**config.mk**
```make
export PLATFORM = sky130hd
export DESIGN_NAME = amc_top
export DESIGN_NICKNAME = d
export VERILOG_FILES = /design/src/amc_pkg.sv /design/src/amc_if.sv /design/src/amc_clkdiv.sv /design/src/amc_result_mem.sv /design/src/amc_top.sv
export SDC_FILE = /design/constraint.sdc
export NUM_CORES = 1
export LEC_CHECK = 0
export BUFFER_PORTS_ARGS = -buffer_cell sky130_fd_sc_hd__buf_2
export CAP_MARGIN = 15
export CORE_AREA = 2 2 198 200
export DETAILED_ROUTE_END_ITERATION = 7
export DIE_AREA = 0 0 200 202
export PLACE_DENSITY = 0.52
export SYNTH_ARGS = -nofsm -noshare
export SYNTH_HDL_FRONTEND = slang
export SYNTH_SLANG_ARGS = --single-unit
```
**constraint.sdc**
```tcl
create_clock -name ref_clk_i -period 17 [get_ports ref_clk_i]
set_input_delay 0.85 -clock ref_clk_i [delete_from_list [all_inputs] [get_ports ref_clk_i]]
set_output_delay 0.85 -clock ref_clk_i [all_outputs]
set_load 0.03 [all_outputs]
```
**src/amc_pkg.sv**
```systemverilog
// Package for the auxiliary measurement converter control block.
// Assumes a 20 MHz reference clock and a SPI host that frames 32-bit words.
package amc_pkg;
  localparam int REF_CLK_KHZ = 20000;
  localparam int INT_CLK_KHZ = 8000;
  localparam int SAMPLE_TICKS = 3;

  localparam logic [6:0] ADDR_CTRL     = 7'h00;
  localparam logic [6:0] ADDR_REF      = 7'h01;
  localparam logic [6:0] ADDR_RATIO    = 7'h06;
  localparam logic [6:0] ADDR_RES_BASE = 7'h08;
  localparam logic [6:0] ADDR_RES_LAST = 7'h0C;

  localparam logic [2:0] CH_BAT   = 3'h0;
  localparam logic [2:0] CH_AUX1  = 3'h1;
  localparam logic [2:0] CH_AUX2  = 3'h2;
  localparam logic [2:0] CH_TEMP1 = 3'h3;
  localparam logic [2:0] CH_TEMP2 = 3'h4;

  localparam int CTRL_CH_LSB    = 0;
  localparam int CTRL_SCAN_BIT  = 3;
  localparam int CTRL_AVG_LSB   = 4;
  localparam int CTRL_RES_LSB   = 6;
  localparam int CTRL_DIV_LSB   = 8;
  localparam int CTRL_START_BIT = 15;
  localparam int REF_EN_BIT     = 0;
  localparam int REF_HI_BIT     = 1;
  localparam int RATIO_SEL_BIT  = 13;

  localparam logic [15:0] CTRL_RST  = 16'h0000;
  localparam logic [15:0] REF_RST   = 16'h0001;
  localparam logic [15:0] RATIO_RST = 16'h0000;

  localparam logic [1:0] RES_8  = 2'h1;
  localparam logic [1:0] RES_10 = 2'h2;

  localparam logic [5:0] SPI_CMD_LAST = 6'h07;
  localparam logic [5:0] SPI_HDR_LAST = 6'h0F;
  localparam logic [5:0] SPI_TX_FIRST = 6'h11;
  localparam logic [5:0] SPI_LAST     = 6'h1F;

  localparam logic [4:0] MULT_SEL0 = 5'h0D;
  localparam logic [4:0] MULT_SEL1 = 5'h11;
  localparam logic [7:0] PDIV_SEL0 = 8'hA0;
  localparam logic [7:0] PDIV_SEL1 = 8'hC0;
  localparam logic [7:0] QDIV_SEL0 = 8'h0A;

  typedef enum logic [4:0] {
    ST_IDLE  = 5'b00001,
    ST_SAMP  = 5'b00010,
    ST_CONV  = 5'b00100,
    ST_ACC   = 5'b01000,
    ST_STORE = 5'b10000
  } amc_state_t;
endpackage : amc_pkg

```
**src/amc_if.sv**
```systemverilog
// Carrier between the top, the clock generator and the result memory.
// Assumes all members are driven and read on ref_clk_i.
`timescale 1ns/100ps
`default_nettype none
interface amc_if;
  logic [1:0]  div_sel;
  logic        use_audio;
  logic        ratio_sel;
  logic        pll_en;
  logic [5:0]  pll_k;
  logic [2:0]  pll_p;
  logic [3:0]  pll_q;
  logic        int_tick;
  logic        conv_tick;
  logic        we;
  logic [2:0]  waddr;
  logic [2:0]  raddr;
  logic [11:0] wdata;
  logic [11:0] rdata;
  modport clk_gen(input div_sel, use_audio, ratio_sel, pll_en, pll_k, pll_p, pll_q,
                  output int_tick, conv_tick);
  modport mem(input we, waddr, wdata, raddr, output rdata);
endinterface : amc_if
`default_nettype wire

```
**src/amc_clkdiv.sv**
```systemverilog
// Internal state-machine tick and conversion tick generator.
// Assumes mclk_i is an asynchronous pin well below half of ref_clk_i.
`timescale 1ns/100ps
`default_nettype none
module amc_clkdiv
  import amc_pkg::*;
#(
  parameter logic [7:0] DIRECT17_DIV = 8'h0A
) (
  input  wire logic ref_clk_i,
  input  wire logic nrst_i,
  input  wire logic mclk_i,
  amc_if.clk_gen    cif
);
  logic        m1_r, m2_r, m3_r;
  logic [16:0] osc_acc_r, osc_acc_nxt;
  logic [16:0] der_acc_r, der_acc_nxt;
  logic [2:0]  div_cnt_r, div_cnt_nxt;
  logic        int_r, int_nxt, conv_r, conv_nxt;
  logic        mclk_edge;
  logic [4:0]  mult;
  logic [16:0] num, den, osc_sum, der_sum;
  logic [2:0]  div_last;

  assign mclk_edge = m2_r & ~m3_r;
  assign cif.int_tick  = int_r;
  assign cif.conv_tick = conv_r;

  always_comb begin
    mult = cif.ratio_sel ? MULT_SEL1 : MULT_SEL0;
    num  = cif.pll_en ? 17'(cif.pll_k * mult) : 17'(mult);
    if (cif.pll_en) begin
      den = 17'(cif.pll_p * (cif.ratio_sel ? PDIV_SEL1 : PDIV_SEL0)); // RQ12
    end else begin
      den = 17'(cif.pll_q * (cif.ratio_sel ? DIRECT17_DIV : QDIV_SEL0)); // RQ12 RQ13
    end
    if (den == 17'h0) begin
      den = 17'h1;
    end
    osc_sum     = osc_acc_r + 17'(INT_CLK_KHZ);
    der_sum     = der_acc_r + num;
    osc_acc_nxt = osc_acc_r;
    der_acc_nxt = der_acc_r;
    int_nxt     = 1'b0;
    if (!cif.use_audio) begin // RQ11
      if (osc_sum >= 17'(REF_CLK_KHZ)) begin
        osc_acc_nxt = osc_sum - 17'(REF_CLK_KHZ);
        int_nxt     = 1'b1;
      end else begin
        osc_acc_nxt = osc_sum;
      end
    end else if (mclk_edge) begin // RQ11
      if (der_sum >= den) begin
        der_acc_nxt = der_sum - den;
        int_nxt     = 1'b1;
      end else begin
        der_acc_nxt = der_sum;
      end
    end
    div_last    = 3'((4'h1 << cif.div_sel) - 4'h1);
    div_cnt_nxt = div_cnt_r;
    conv_nxt    = 1'b0;
    if (int_nxt) begin // RQ8
      if (div_cnt_r >= div_last) begin
        div_cnt_nxt = 3'h0;
        conv_nxt    = 1'b1;
      end else begin
        div_cnt_nxt = div_cnt_r + 3'h1;
      end
    end
  end

  always_ff @(posedge ref_clk_i or negedge nrst_i) begin
    if (!nrst_i) begin
      m1_r      <= 1'b0;
      m2_r      <= 1'b0;
      m3_r      <= 1'b0;
      osc_acc_r <= 17'h0;
      der_acc_r <= 17'h0;
      div_cnt_r <= 3'h0;
      int_r     <= 1'b0;
      conv_r    <= 1'b0;
    end else begin
      m1_r      <= mclk_i;
      m2_r      <= m1_r;
      m3_r      <= m2_r;
      osc_acc_r <= osc_acc_nxt;
      der_acc_r <= der_acc_nxt;
      div_cnt_r <= div_cnt_nxt;
      int_r     <= int_nxt;
      conv_r    <= conv_nxt;
    end
  end
endmodule : amc_clkdiv
`default_nettype wire

```
**src/amc_result_mem.sv**
```systemverilog
// Result store, one word per input channel, registered read port.
// Assumes write and read ports share ref_clk_i.
`timescale 1ns/100ps
`default_nettype none
module amc_result_mem #(
  parameter int DEPTH = 8
) (
  input  wire logic ref_clk_i,
  amc_if.mem        mif
);
  logic [11:0] mem_r [DEPTH];

  // No reset: results are undefined until first conversion
  always_ff @(posedge ref_clk_i) begin
    if (mif.we) begin
      mem_r[mif.waddr] <= mif.wdata;
    end
    mif.rdata <= mem_r[mif.raddr];
  end
endmodule : amc_result_mem
`default_nettype wire

```
**src/amc_top.sv**
```systemverilog
// Auxiliary measurement converter control with SPI register access.
// Assumes an analog SAR comparator latched on ref_clk_i and a mode 0 SPI host.
// Function
// RQ1 - One input multiplexer feeds a single SAR converter with built-in hold.
// RQ2 - Channel, scan, averaging, resolution and rate come from one control register.
// RQ3 - Each finished conversion lands in its own channel's result register.
// RQ4 - Results are unsigned binary, readable over the SPI port.
// RQ5 - Reference control selects internal level 1.25 V or 2.5 V.
// RQ6 - Internal reference can be switched off for an external reference.
// RQ7 - 8, 10 or 12 bit resolution; fewer bits take fewer cycles.
// RQ8 - Conversion clock is the 8 MHz internal clock divided by a register ratio.
// RQ9 - Host pairs 8 MHz with 8 bits, 4 MHz with 10, 1-2 MHz with 12.
// RQ10 - Internal clock stays 8 MHz; sampling costs fixed internal cycles.
// RQ11 - Oscillator runs only with audio paths off; else audio clocks drive it.
// RQ12 - Audio-derived clock ratio depends on PLL state and ratio select bit.
// RQ13 - PLL off, select 1: master times 17 over a parameterised divisor.
`timescale 1ns/100ps
`default_nettype none
module amc_top
  import amc_pkg::*;
#(
  parameter logic [7:0] DIRECT17_DIV = 8'h0A
) (
  input  wire logic        ref_clk_i,
  input  wire logic        nrst_i,
  input  wire logic        spi_sclk_i,
  input  wire logic        spi_ss_n_i,
  input  wire logic        spi_mosi_i,
  output logic             spi_miso_o,
  output logic             spi_miso_oe_o,
  input  wire logic        mclk_i,
  input  wire logic        audio_pwr_i,
  input  wire logic        pll_en_i,
  input  wire logic [5:0]  pll_k_i,
  input  wire logic [2:0]  pll_p_i,
  input  wire logic [3:0]  pll_q_i,
  input  wire logic        comp_i,
  output logic             osc_en_o,
  output logic             ref_en_o,
  output logic             ref_hi_o,
  output logic [2:0]       mux_sel_o,
  output logic             sample_o,
  output logic [11:0]      sar_code_o,
  output logic             busy_o
);
  amc_if bus();
  logic        sclk_s1, sclk_s2, sclk_s3, ss_s1, ss_s2, mosi_s1, mosi_s2;
  logic [5:0]  bit_cnt_r, bit_cnt_nxt;
  logic [15:0] rx_r, rx_nxt, tx_r, tx_nxt;
  logic [7:0]  cmd_r, cmd_nxt;
  logic        oe_r, oe_nxt;
  logic        sclk_rise, sclk_fall, reg_we;
  logic [15:0] rx_in, rd_data;
  logic [6:0]  reg_addr;
  logic [15:0] ctrl_r, ctrl_nxt, ref_r, ref_nxt, ratio_r, ratio_nxt;
  logic        osc_en_r;
  amc_state_t  state_r, state_nxt;
  logic [2:0]  ch_r, ch_nxt;
  logic [1:0]  samp_cnt_r, samp_cnt_nxt;
  logic [3:0]  bit_idx_r, bit_idx_nxt;
  logic [11:0] code_r, code_nxt;
  logic [15:0] sum_r, sum_nxt;
  logic [3:0]  avg_cnt_r, avg_cnt_nxt;
  logic [3:0]  nbits, avg_last;
  logic [1:0]  res_f, avg_f;
  logic        scan_f, done_clr;
  assign sclk_rise = sclk_s2 & ~sclk_s3;
  assign sclk_fall = ~sclk_s2 & sclk_s3;
  assign rx_in     = {rx_r[14:0], mosi_s2};
  assign reg_addr  = cmd_r[6:0];
  assign spi_miso_o    = tx_r[15];
  assign spi_miso_oe_o = oe_r;
  assign osc_en_o      = osc_en_r;
  assign ref_en_o      = ref_r[REF_EN_BIT]; // RQ6
  assign ref_hi_o      = ref_r[REF_HI_BIT]; // RQ5
  assign mux_sel_o     = ch_r; // RQ1
  assign sample_o      = state_r[1];
  assign sar_code_o    = code_r;
  assign busy_o        = ctrl_r[CTRL_START_BIT];
  assign bus.div_sel   = ctrl_r[CTRL_DIV_LSB +: 2]; // RQ8
  assign bus.use_audio = ~osc_en_r;
  assign bus.ratio_sel = ratio_r[RATIO_SEL_BIT]; // RQ12
  assign bus.pll_en    = pll_en_i;
  assign bus.pll_k     = pll_k_i;
  assign bus.pll_p     = pll_p_i;
  assign bus.pll_q     = pll_q_i;
  assign bus.raddr     = 3'(reg_addr - ADDR_RES_BASE);
  assign bus.we        = state_r[4]; // RQ3
  assign bus.waddr     = ch_r; // RQ3
  assign bus.wdata     = 12'(sum_r >> avg_f);
  amc_clkdiv #(
    .DIRECT17_DIV (DIRECT17_DIV)
  ) u_clkdiv (
    .ref_clk_i (ref_clk_i),
    .nrst_i    (nrst_i),
    .mclk_i    (mclk_i),
    .cif       (bus)
  );
  amc_result_mem #(
    .DEPTH (8)
  ) u_mem (
    .ref_clk_i (ref_clk_i),
    .mif       (bus)
  );
  // Register read mux; result words are zero-extended unsigned
  always_comb begin
    if (reg_addr == ADDR_CTRL) begin // RQ2
      rd_data = ctrl_r;
    end else if (reg_addr == ADDR_REF) begin
      rd_data = ref_r;
    end else if (reg_addr == ADDR_RATIO) begin
      rd_data = ratio_r;
    end else if (reg_addr >= ADDR_RES_BASE && reg_addr <= ADDR_RES_LAST) begin
      rd_data = {4'h0, bus.rdata}; // RQ4
    end else begin
      rd_data = 16'h0000;
    end
  end

  // SPI framing: command byte, pad byte, then 16 data bits
  always_comb begin
    bit_cnt_nxt = bit_cnt_r;
    rx_nxt      = rx_r;
    tx_nxt      = tx_r;
    cmd_nxt     = cmd_r;
    oe_nxt      = ~ss_s2;
    reg_we      = 1'b0;
    if (ss_s2) begin
      bit_cnt_nxt = 6'h00;
      tx_nxt      = 16'h0000;
    end else if (sclk_rise) begin
      rx_nxt      = rx_in;
      bit_cnt_nxt = bit_cnt_r + 6'h01;
      if (bit_cnt_r == SPI_CMD_LAST) begin
        cmd_nxt = rx_in[7:0];
      end
      if (bit_cnt_r == SPI_HDR_LAST && cmd_r[7]) begin
        tx_nxt = rd_data; // RQ4
      end
      if (bit_cnt_r == SPI_LAST && !cmd_r[7]) begin
        reg_we = 1'b1;
      end
    end else if (sclk_fall && bit_cnt_r >= SPI_TX_FIRST) begin
      tx_nxt = {tx_r[14:0], 1'b0};
    end
  end

  // Software start sets busy; hardware completion clears it, write wins
  always_comb begin
    ctrl_nxt  = ctrl_r;
    ref_nxt   = ref_r;
    ratio_nxt = ratio_r;
    if (done_clr) begin
      ctrl_nxt[CTRL_START_BIT] = 1'b0;
    end
    if (reg_we && reg_addr == ADDR_CTRL) begin // RQ2
      ctrl_nxt = rx_in;
    end
    if (reg_we && reg_addr == ADDR_REF) begin // RQ5 RQ6
      ref_nxt = {14'h0000, rx_in[1:0]};
    end
    if (reg_we && reg_addr == ADDR_RATIO) begin
      ratio_nxt = rx_in;
    end
  end

  always_comb begin
    res_f  = ctrl_r[CTRL_RES_LSB +: 2];
    avg_f  = ctrl_r[CTRL_AVG_LSB +: 2];
    scan_f = ctrl_r[CTRL_SCAN_BIT];
    if (res_f == RES_8) begin // RQ7
      nbits = 4'h8;
    end else if (res_f == RES_10) begin
      nbits = 4'hA;
    end else begin
      nbits = 4'hC;
    end
    avg_last     = 4'((5'h01 << avg_f) - 5'h01);
    state_nxt    = state_r;
    ch_nxt       = ch_r;
    samp_cnt_nxt = samp_cnt_r;
    bit_idx_nxt  = bit_idx_r;
    code_nxt     = code_r;
    sum_nxt      = sum_r;
    avg_cnt_nxt  = avg_cnt_r;
    done_clr     = 1'b0;
    case (state_r)
      ST_IDLE: begin
        if (ctrl_r[CTRL_START_BIT]) begin
          ch_nxt       = scan_f ? CH_BAT : ctrl_r[CTRL_CH_LSB +: 3]; // RQ1 RQ2
          state_nxt    = ST_SAMP;
          samp_cnt_nxt = 2'h0;
          sum_nxt      = 16'h0000;
          avg_cnt_nxt  = 4'h0;
        end
      end
      ST_SAMP: begin
        if (bus.int_tick) begin // RQ10
          if (samp_cnt_r == 2'(SAMPLE_TICKS - 1)) begin
            state_nxt   = ST_CONV;
            bit_idx_nxt = nbits - 4'h1;
            code_nxt    = 12'(13'h0001 << (nbits - 4'h1));
          end else begin
            samp_cnt_nxt = samp_cnt_r + 2'h1;
          end
        end
      end
      ST_CONV: begin
        if (bus.conv_tick) begin // RQ7
          if (!comp_i) begin
            code_nxt[bit_idx_r] = 1'b0;
          end
          if (bit_idx_r == 4'h0) begin
            state_nxt = ST_ACC;
          end else begin
            bit_idx_nxt = bit_idx_r - 4'h1;
            code_nxt[bit_idx_r - 4'h1] = 1'b1;
          end
        end
      end
      ST_ACC: begin
        sum_nxt     = sum_r + {4'h0, code_r};
        avg_cnt_nxt = avg_cnt_r + 4'h1;
        samp_cnt_nxt = 2'h0;
        state_nxt   = (avg_cnt_r == avg_last) ? ST_STORE : ST_SAMP;
      end
      ST_STORE: begin
        sum_nxt      = 16'h0000;
        avg_cnt_nxt  = 4'h0;
        samp_cnt_nxt = 2'h0;
        if (scan_f && ch_r != CH_AUX2) begin
          ch_nxt    = ch_r + 3'h1;
          state_nxt = ST_SAMP;
        end else begin
          done_clr  = 1'b1;
          state_nxt = ST_IDLE;
        end
      end
      default: begin
        state_nxt = ST_IDLE;
      end
    endcase
  end

  always_ff @(posedge ref_clk_i or negedge nrst_i) begin
    if (!nrst_i) begin
      sclk_s1    <= 1'b0;
      sclk_s2    <= 1'b0;
      sclk_s3    <= 1'b0;
      ss_s1      <= 1'b1;
      ss_s2      <= 1'b1;
      mosi_s1    <= 1'b0;
      mosi_s2    <= 1'b0;
      bit_cnt_r  <= 6'h00;
      rx_r       <= 16'h0000;
      tx_r       <= 16'h0000;
      cmd_r      <= 8'h00;
      oe_r       <= 1'b0;
      ctrl_r     <= CTRL_RST;
      ref_r      <= REF_RST;
      ratio_r    <= RATIO_RST;
      osc_en_r   <= 1'b1;
      state_r    <= ST_IDLE;
      ch_r       <= CH_BAT;
      samp_cnt_r <= 2'h0;
      bit_idx_r  <= 4'h0;
      code_r     <= 12'h000;
      sum_r      <= 16'h0000;
      avg_cnt_r  <= 4'h0;
    end else begin
      sclk_s1    <= spi_sclk_i;
      sclk_s2    <= sclk_s1;
      sclk_s3    <= sclk_s2;
      ss_s1      <= spi_ss_n_i;
      ss_s2      <= ss_s1;
      mosi_s1    <= spi_mosi_i;
      mosi_s2    <= mosi_s1;
      bit_cnt_r  <= bit_cnt_nxt;
      rx_r       <= rx_nxt;
      tx_r       <= tx_nxt;
      cmd_r      <= cmd_nxt;
      oe_r       <= oe_nxt;
      ctrl_r     <= ctrl_nxt;
      ref_r      <= ref_nxt;
      ratio_r    <= ratio_nxt;
      osc_en_r   <= ~audio_pwr_i; // RQ11
      state_r    <= state_nxt;
      ch_r       <= ch_nxt;
      samp_cnt_r <= samp_cnt_nxt;
      bit_idx_r  <= bit_idx_nxt;
      code_r     <= code_nxt;
      sum_r      <= sum_nxt;
      avg_cnt_r  <= avg_cnt_nxt;
    end
  end
endmodule : amc_top
`default_nettype wire

```
==> impl_metrics.ini, run 1 <==
[outcome]
status = finished, final reports clean

[worst_setup_path]
critPathMaxStageDelay_ps = 900
rr_endpoint = u_clkdiv.der_acc_r[12]
r2r_slack_ps = 10170
start_kind = flip-flop
r2r_start = ratio_r[13]
path_class = flip-flop to flip-flop
cp_common_cell = ha_1
reg2reg_depth = 26
critPathSlowestCell = nor3_4
arrival_ps = 7300
crit_path_end_kind = flip-flop
critPathRequiredTime_ps = 17470
path_max_fanout = 30

[yosys]
synth_top_family_by_area = compound AO/OA/AOI/OAI gates
synth_top_area_share_pct = 27.28
synth_cells = 1322
synth_xor_area_share_pct = 4.108
synth_mux_area_share_pct = 10.79
yosysTopAreaCell = dfrtp_1
synthesis.nets = 1441
synth_cell_types = 92
ys_seq_elements = 278
yosys.area_share.simple_pct = 11.09
avgSynthCellArea_um2 = 11.45
synth_edf_count = 96
seq_area_frac_synth_pct = 48.78
synth_fa_ha_area_share_pct = 8.415
syn_area_um2 = 15140
ys_warn_count = 0
synthTopCellsByArea = dfrtp_1, edfxtp_1, ha_1, mux4_2, mux2_2
synth-async-reset-ratio_pct = 61.15
synth-compound-area-share_pct = 13.68
synth_ff_type = dfrtp_1

[timing]
maxSlewHeadroom_pct = 25.13
finClkSkew_ps = 8.822
tightest_slew_ps = 1119
max_freq_mhz = 146.5
slew_violations = 0
layout_min_cycle_time_ps = 6826
fin_crit_sh_pct = 40.15
hold_viol_final = 0
layout_setup_ws_ps = 10170
finalSetupViolations = 0
timing.setup.tns_ps = 0
rsz0062_at_grt = no

[finish]
drive_gt1_share_pct = 18.52
antenna_cells = 0
final_nets = 1472
syn2layout_area_growth_pct = 12.35
seq_area_um2 = 7385
multi_input_area_um2 = 7302
final_cells = 1895
nFillCells = 3581

[clock_tree]
cts_buffers = 31
clock-sinks = 278
cts_max_level = 1
cts-root-buf = clkbuf_16
cts-hold-fix-buffers = 0
path_clk_slew_ps = 60
post_cts_buffers = 0
clockBufferDepth = 3
tritoncts = built
worstSkewPairLatency_ps = 590
cts-resized-gates = 0

[min_path]
min_path_type = input pin to asynchronous set/reset pin

[flow_run]
maxCapViolations = 0

[detailed_routing]
first_iter_violations = 588
drc = 0
wirelength_um = 33530
wl_per_cell_um = 17.69
ant_nets = 0
viasPerCell = 5.299
first_pass_iters = 7
vias = 10040

[place]
place_ws_ps = 9949
hpwl_um = 22710
place_congestion = 0.8269
dpl.cell_count = 1838
io_buffers = 43

[power]
p_leak_uw = 0.006706
power_density_nw_per_um2 = 136.3
total_power_uw = 2318
peakVddDrop_uv = 98.34

[grt]
antenna_found_initial = 0
grt_usage_pct = 16.95
grt_pass1_vias = 10070
overflow = 0
grt_pass1_wl_um = 54590
grt_start_max_net_pins = 64

[floorplanning]
die_w_um = 200
rows = 72
floorplan.initialDensity_pct = 39.54
dieArea_um2 = 40400
io_pins = 44
die_h_um = 202
core_area_um2 = 38290
worst max-delay path: cells and delay by family (launching register included):
kind | cells | cell delay [ps]
simple gates | 9 | 1970
flops | 1 | 740
compound gates | 8 | 1490
fa+ha+maj | 6 | 2010
xor+xnor | 3 | 490
state kept, by name (all words and copies together) (netlist names), 2 cells and up:
signal	count
u_mem.mem_r	96
u_clkdiv.der_acc_r	17
u_mem.mif.rdata	12
bit_idx_r	4
tx_r	16
ref_r	2
u_clkdiv.osc_acc_r	12
bit_cnt_r	6
ratio_r	16
cmd_r	8
sum_r	15
mux_sel_o	3
samp_cnt_r	2
rx_r	15
avg_cnt_r	4
u_clkdiv.div_cnt_r	3
ctrl_r	16
state_r	5
sar_code_o	12
area by class of cell:
cell class	instances	area share [%]
multi-input combinational	930	42.94
tap	518	3.811
inverter	51	1.126
clock inverter	20	1.795
timing repair buffer	61	2.097
clock buffer	37	4.812
sequential	278	43.42
cell usage in the layout (no fill, tap or decap), types with 15 or more instances in the layout:
cell type  count
nor2b_1       20
buf_4         18
nor2_1        89
nand2b_1      19
a22o_1        15
xor2_1        22
nand3_1       20
nand2_1      101
mux2_2        69
o21ai_0       76
edfxtp_1      96
inv_1         51
clkbuf_16     31
xnor2_1       49
ha_1          89
a21o_1        24
dfrtp_1      164
mux4_2        36
a21oi_1       67
nor3_1        18
buf_2         42
o21ai_1       22
worst max-delay path by stage:
stage	start	to	slack [ps]	depth (start not counted)
global placement	pll_k_i[2]	u_clkdiv.der_acc_r[12]	10040	27
detailed placement	pll_k_i[2]	u_clkdiv.der_acc_r[13]	9950	27
CTS	ratio_r[13]	u_clkdiv.der_acc_r[12]	10130	26
global route	ratio_r[13]	u_clkdiv.der_acc_r[12]	9600	26
finish	ratio_r[13]	u_clkdiv.der_acc_r[12]	10170	26
floorplan	pll_k_i[2]	u_clkdiv.der_acc_r[16]	10940	26
through the flow:
| stage | hold WS (ps) | util (%) | cell area (um^2) |
|---|---|---|---|
| 2_1_floorplan | 331.2 | - | 15140 |
| 3_3_place_gp | 336.7 | 41.48 | 15880 |
| 3_5_place_dp | 335.6 | 41.48 | 15880 |
| 4_1_cts | 210.1 | 44.42 | 17010 |
| 5_1_grt | 229.2 | 44.42 | 17010 |
| 6_report | 202.6 | 44.42 | 17010 |
logic make-up (layout without fill, tap and decap cells):
logic type                 count (synthesis)  in the layout
other                                      2              2
adders and majority gates                 97             97
AOI/OAI and AO/OA                        310            310
buffers and inverters                    114            169
muxes                                    109            109
and+or+nand+nor                          341            341
xor gates and xnor gates                  71             71
DFF                                      278            278
synth_stat cells (4+ instances only):
library cell	n
nor2_1	89
a222oi_1	12
a31oi_1	12
o21bai_1	9
edfxtp_1	96
ha_1	89
nand3_1	20
nand2_1	101
and3_1	8
o31ai_1	4
a22o_1	15
nand2b_1	19
o211ai_1	4
nor2b_1	20
a21o_1	24
a21oi_1	67
nand3b_1	7
and2_1	11
buf_2	5
o22ai_1	11
nor3_1	20
mux2_2	69
nor4_1	5
inv_1	51
or3_1	4
a221oi_1	4
o21ai_0	76
xnor2_1	49
dfxtp_1	12
nor3b_1	10
o21a_1	8
clkbuf_1	49
dfstp_2	5
dfrtp_1	165
o21ai_1	22
fa_1	8
xor2_1	22
mux4_2	36
nand4_1	6
power by group:
part / total [uW] / leakage, uW / internal, uW / switching, uW
Clock: 737 / 0.000548 / 451 / 286
Sequential: 807 / 0.00296 / 739 / 68.3
Combinational: 774 / 0.00320 / 341 / 433
layer usage:
| metal | part of all wire [%] | global-route usage [%] |
|---|---|---|
| met4 | 2.0 | 3.598 |
| met5 | 0 | 0 |
| met2 | 46 | 27.47 |
| met1 | 48 | 23.95 |
| met3 | 3.9 | 2.803 |
(Power assumes the default switching activity.)
==> run 2, diff against run 1 <==
- clock period: 17 -> 6.5 ns (I/O delays scaled with it)
==> impl_metrics.ini, run 2 (synthesis results as in run 1) <==
[outcome]
status = finished, final reports clean

[finish]
seq_area_um2 = 7385
syn2layout_area_growth_pct = 13.23
layout_common_cells = dfrtp_1, nand2_1, edfxtp_1
utilization_pct = 44.76
final_cells = 1906
top_register = u_mem.mem_r
largest_reg_flops = 96
nFillCells = 3590
multi_input_area_um2 = 7335
final_common_cell = dfrtp_1
final_nets = 1482
reg_top3 = u_mem.mem_r (96), u_clkdiv.der_acc_r (17)
drive_gt1_share_pct = 19.02
antenna_cells = 0

[grt]
grt_start_max_net_pins = 75
grt_pass1_vias = 10080
grt_usage_pct = 17.38
use_met1_pct = 24.39
grt.met3_usage_pct = 2.887
grt_pass1_wl_um = 55180
grt_use_met2_pct = 28.29
overflow = 0
antenna_found_initial = 0
globalRoute.busiestLayer = met2

[place]
io_buffers = 43
dpl.cell_count = 1836
place_congestion = 0.8315
hpwl_um = 22950

[timing]
timing.setup.tns_ps = 0
finClkSkew_ps = 22.49
finalSetupViolations = 0
tightest_slew_ps = 1075
hold_viol_final = 0
maxSlewHeadroom_pct = 28.26
max_freq_mhz = 165.8
fin_crit_sh_pct = 92.77
slew_violations = 0
layout_min_cycle_time_ps = 6030

[floorplanning]
core_area_um2 = 38290
die_w_um = 200
dieArea_um2 = 40400
rows = 72
floorplan.initialDensity_pct = 39.54
io_pins = 44
die_h_um = 202

[detailed_routing]
first_pass_iters = 5
viasPerCell = 5.329
wl_per_cell_um = 17.82
ant_nets = 0
first_iter_violations = 619
vias = 10160
wirelength_um = 33970
drc = 0

[worst_setup_path]
crit_start = ratio_r[13]
path_max_fanout = 8
path_class = flip-flop to flip-flop
r2r_slack_ps = 470
crit_end = u_clkdiv.der_acc_r[16]
r2r_start = ratio_r[13]
reg2reg_depth = 26
critPathRequiredTime_ps = 6950
rr_endpoint = u_clkdiv.der_acc_r[16]
arrival_ps = 6480
start_kind = flip-flop
crit_path_end_kind = flip-flop

[clock_tree]
path_clk_slew_ps = 60
cts_max_level = 2
cts_buffers = 34
tritoncts = built
clock-sinks = 278
clockBufferDepth = 3
worstSkewPairLatency_ps = 540
cts-root-buf = clkbuf_16

[power]
power_density_nw_per_um2 = 355.7
peakVddDrop_uv = 197.3
total_power_uw = 6097
p_leak_uw = 0.006765

[flow_run]
maxCapViolations = 0

[min_path]
min_path_type = input pin to flip-flop
[run 2: cell types whose count changed in the layout (fill, tap and decap cells not counted), moves of 2 or more]
cell,previous run,this run
a21oi_2,2,4
clkbuf_16,31,35
clkinv_2,6,4
nor2_1,89,85
dlygate4sd3_1,0,6
bufinv_16,7,3
clkbuf_1,4,9
a21oi_1,67,65
nor2_2,1,5
[run 2: repair_timing]
action / in CTS / in global routing
buffers inserted: 0 / 2
resized for setup: 0 / 5
hold buffers: 6 / 0
hold endpoints to repair: 73 / 0
setup endpoints to repair: 0 / 17
[run 2: worst min-delay path by stage]
stage	start	to	slack (ps)	cells after the start
3_3_place_gp	mosi_s1	mosi_s2	340	0
2_1_floorplan	nrst_i	avg_cnt_r[0]	30	0
4_1_cts	comp_i	sar_code_o[0]	240	5
6_report	comp_i	sar_code_o[0]	260	5
3_5_place_dp	mosi_s1	mosi_s2	340	0
5_1_grt	comp_i	sar_code_o[0]	280	5
[run 2: final cells by class]
type,instances,share of cell area (%)
repair buffers,68,2.497
inverters,51,1.117
clock inverters,14,1.175
multi-input cells,930,42.79
flip-flops and latches,278,43.09
well taps,518,3.782
clock buffers,47,5.548
[run 2: critical path, stage by stage, from the launching register on]
cell and delay, ps:
dfrtp_1 430, buf_4 190, a21o_1 160, ha_1 270, ha_1 310, fa_1 470
ha_1 340, a21o_1 190, a21o_1 190, a21oi_2 170, xnor2_1 80, and2_1 150
ha_1 380, nand3_1 100, a31o_2 250, nand2_2 90, a21oi_1 80, xnor2_1 160
ha_1 320, nand3_1 130, nor3_4 250, nor3b_1 90, a31oi_2 290, nor2_1 100
or4_1 510, o41ai_1 90, xor2_1 170
[run 2: power by group]
part | internal, uW | switching, uW | total (uW)
logic | 907 | 1150 | 2050
registers | 1930 | 179 | 2110
clock network | 1160 | 770 | 1930
total | 4000 | 2100 | 6100
[run 2: stage by stage]
step	area [um^2]	setup WS, ps	hold WS (ps)
after global routing	17140	-4.668	277.4
after detailed placement	15880	311.4	335.6
after CTS	17090	264.6	235.7
final	17140	470.0	262.9
after floorplan	15140	614.6	29.41
after global placement	15880	457.8	336.8
[run 2: layer usage]
| metal | wire [um] | vias up |
|---|---|---|
| met5 | 0 | - |
| met2 | 15960 | 142 |
| met4 | 493 | 0 |
| li1 | - | 4939 |
| met1 | 16240 | 5038 |
| met3 | 1278 | 38 |
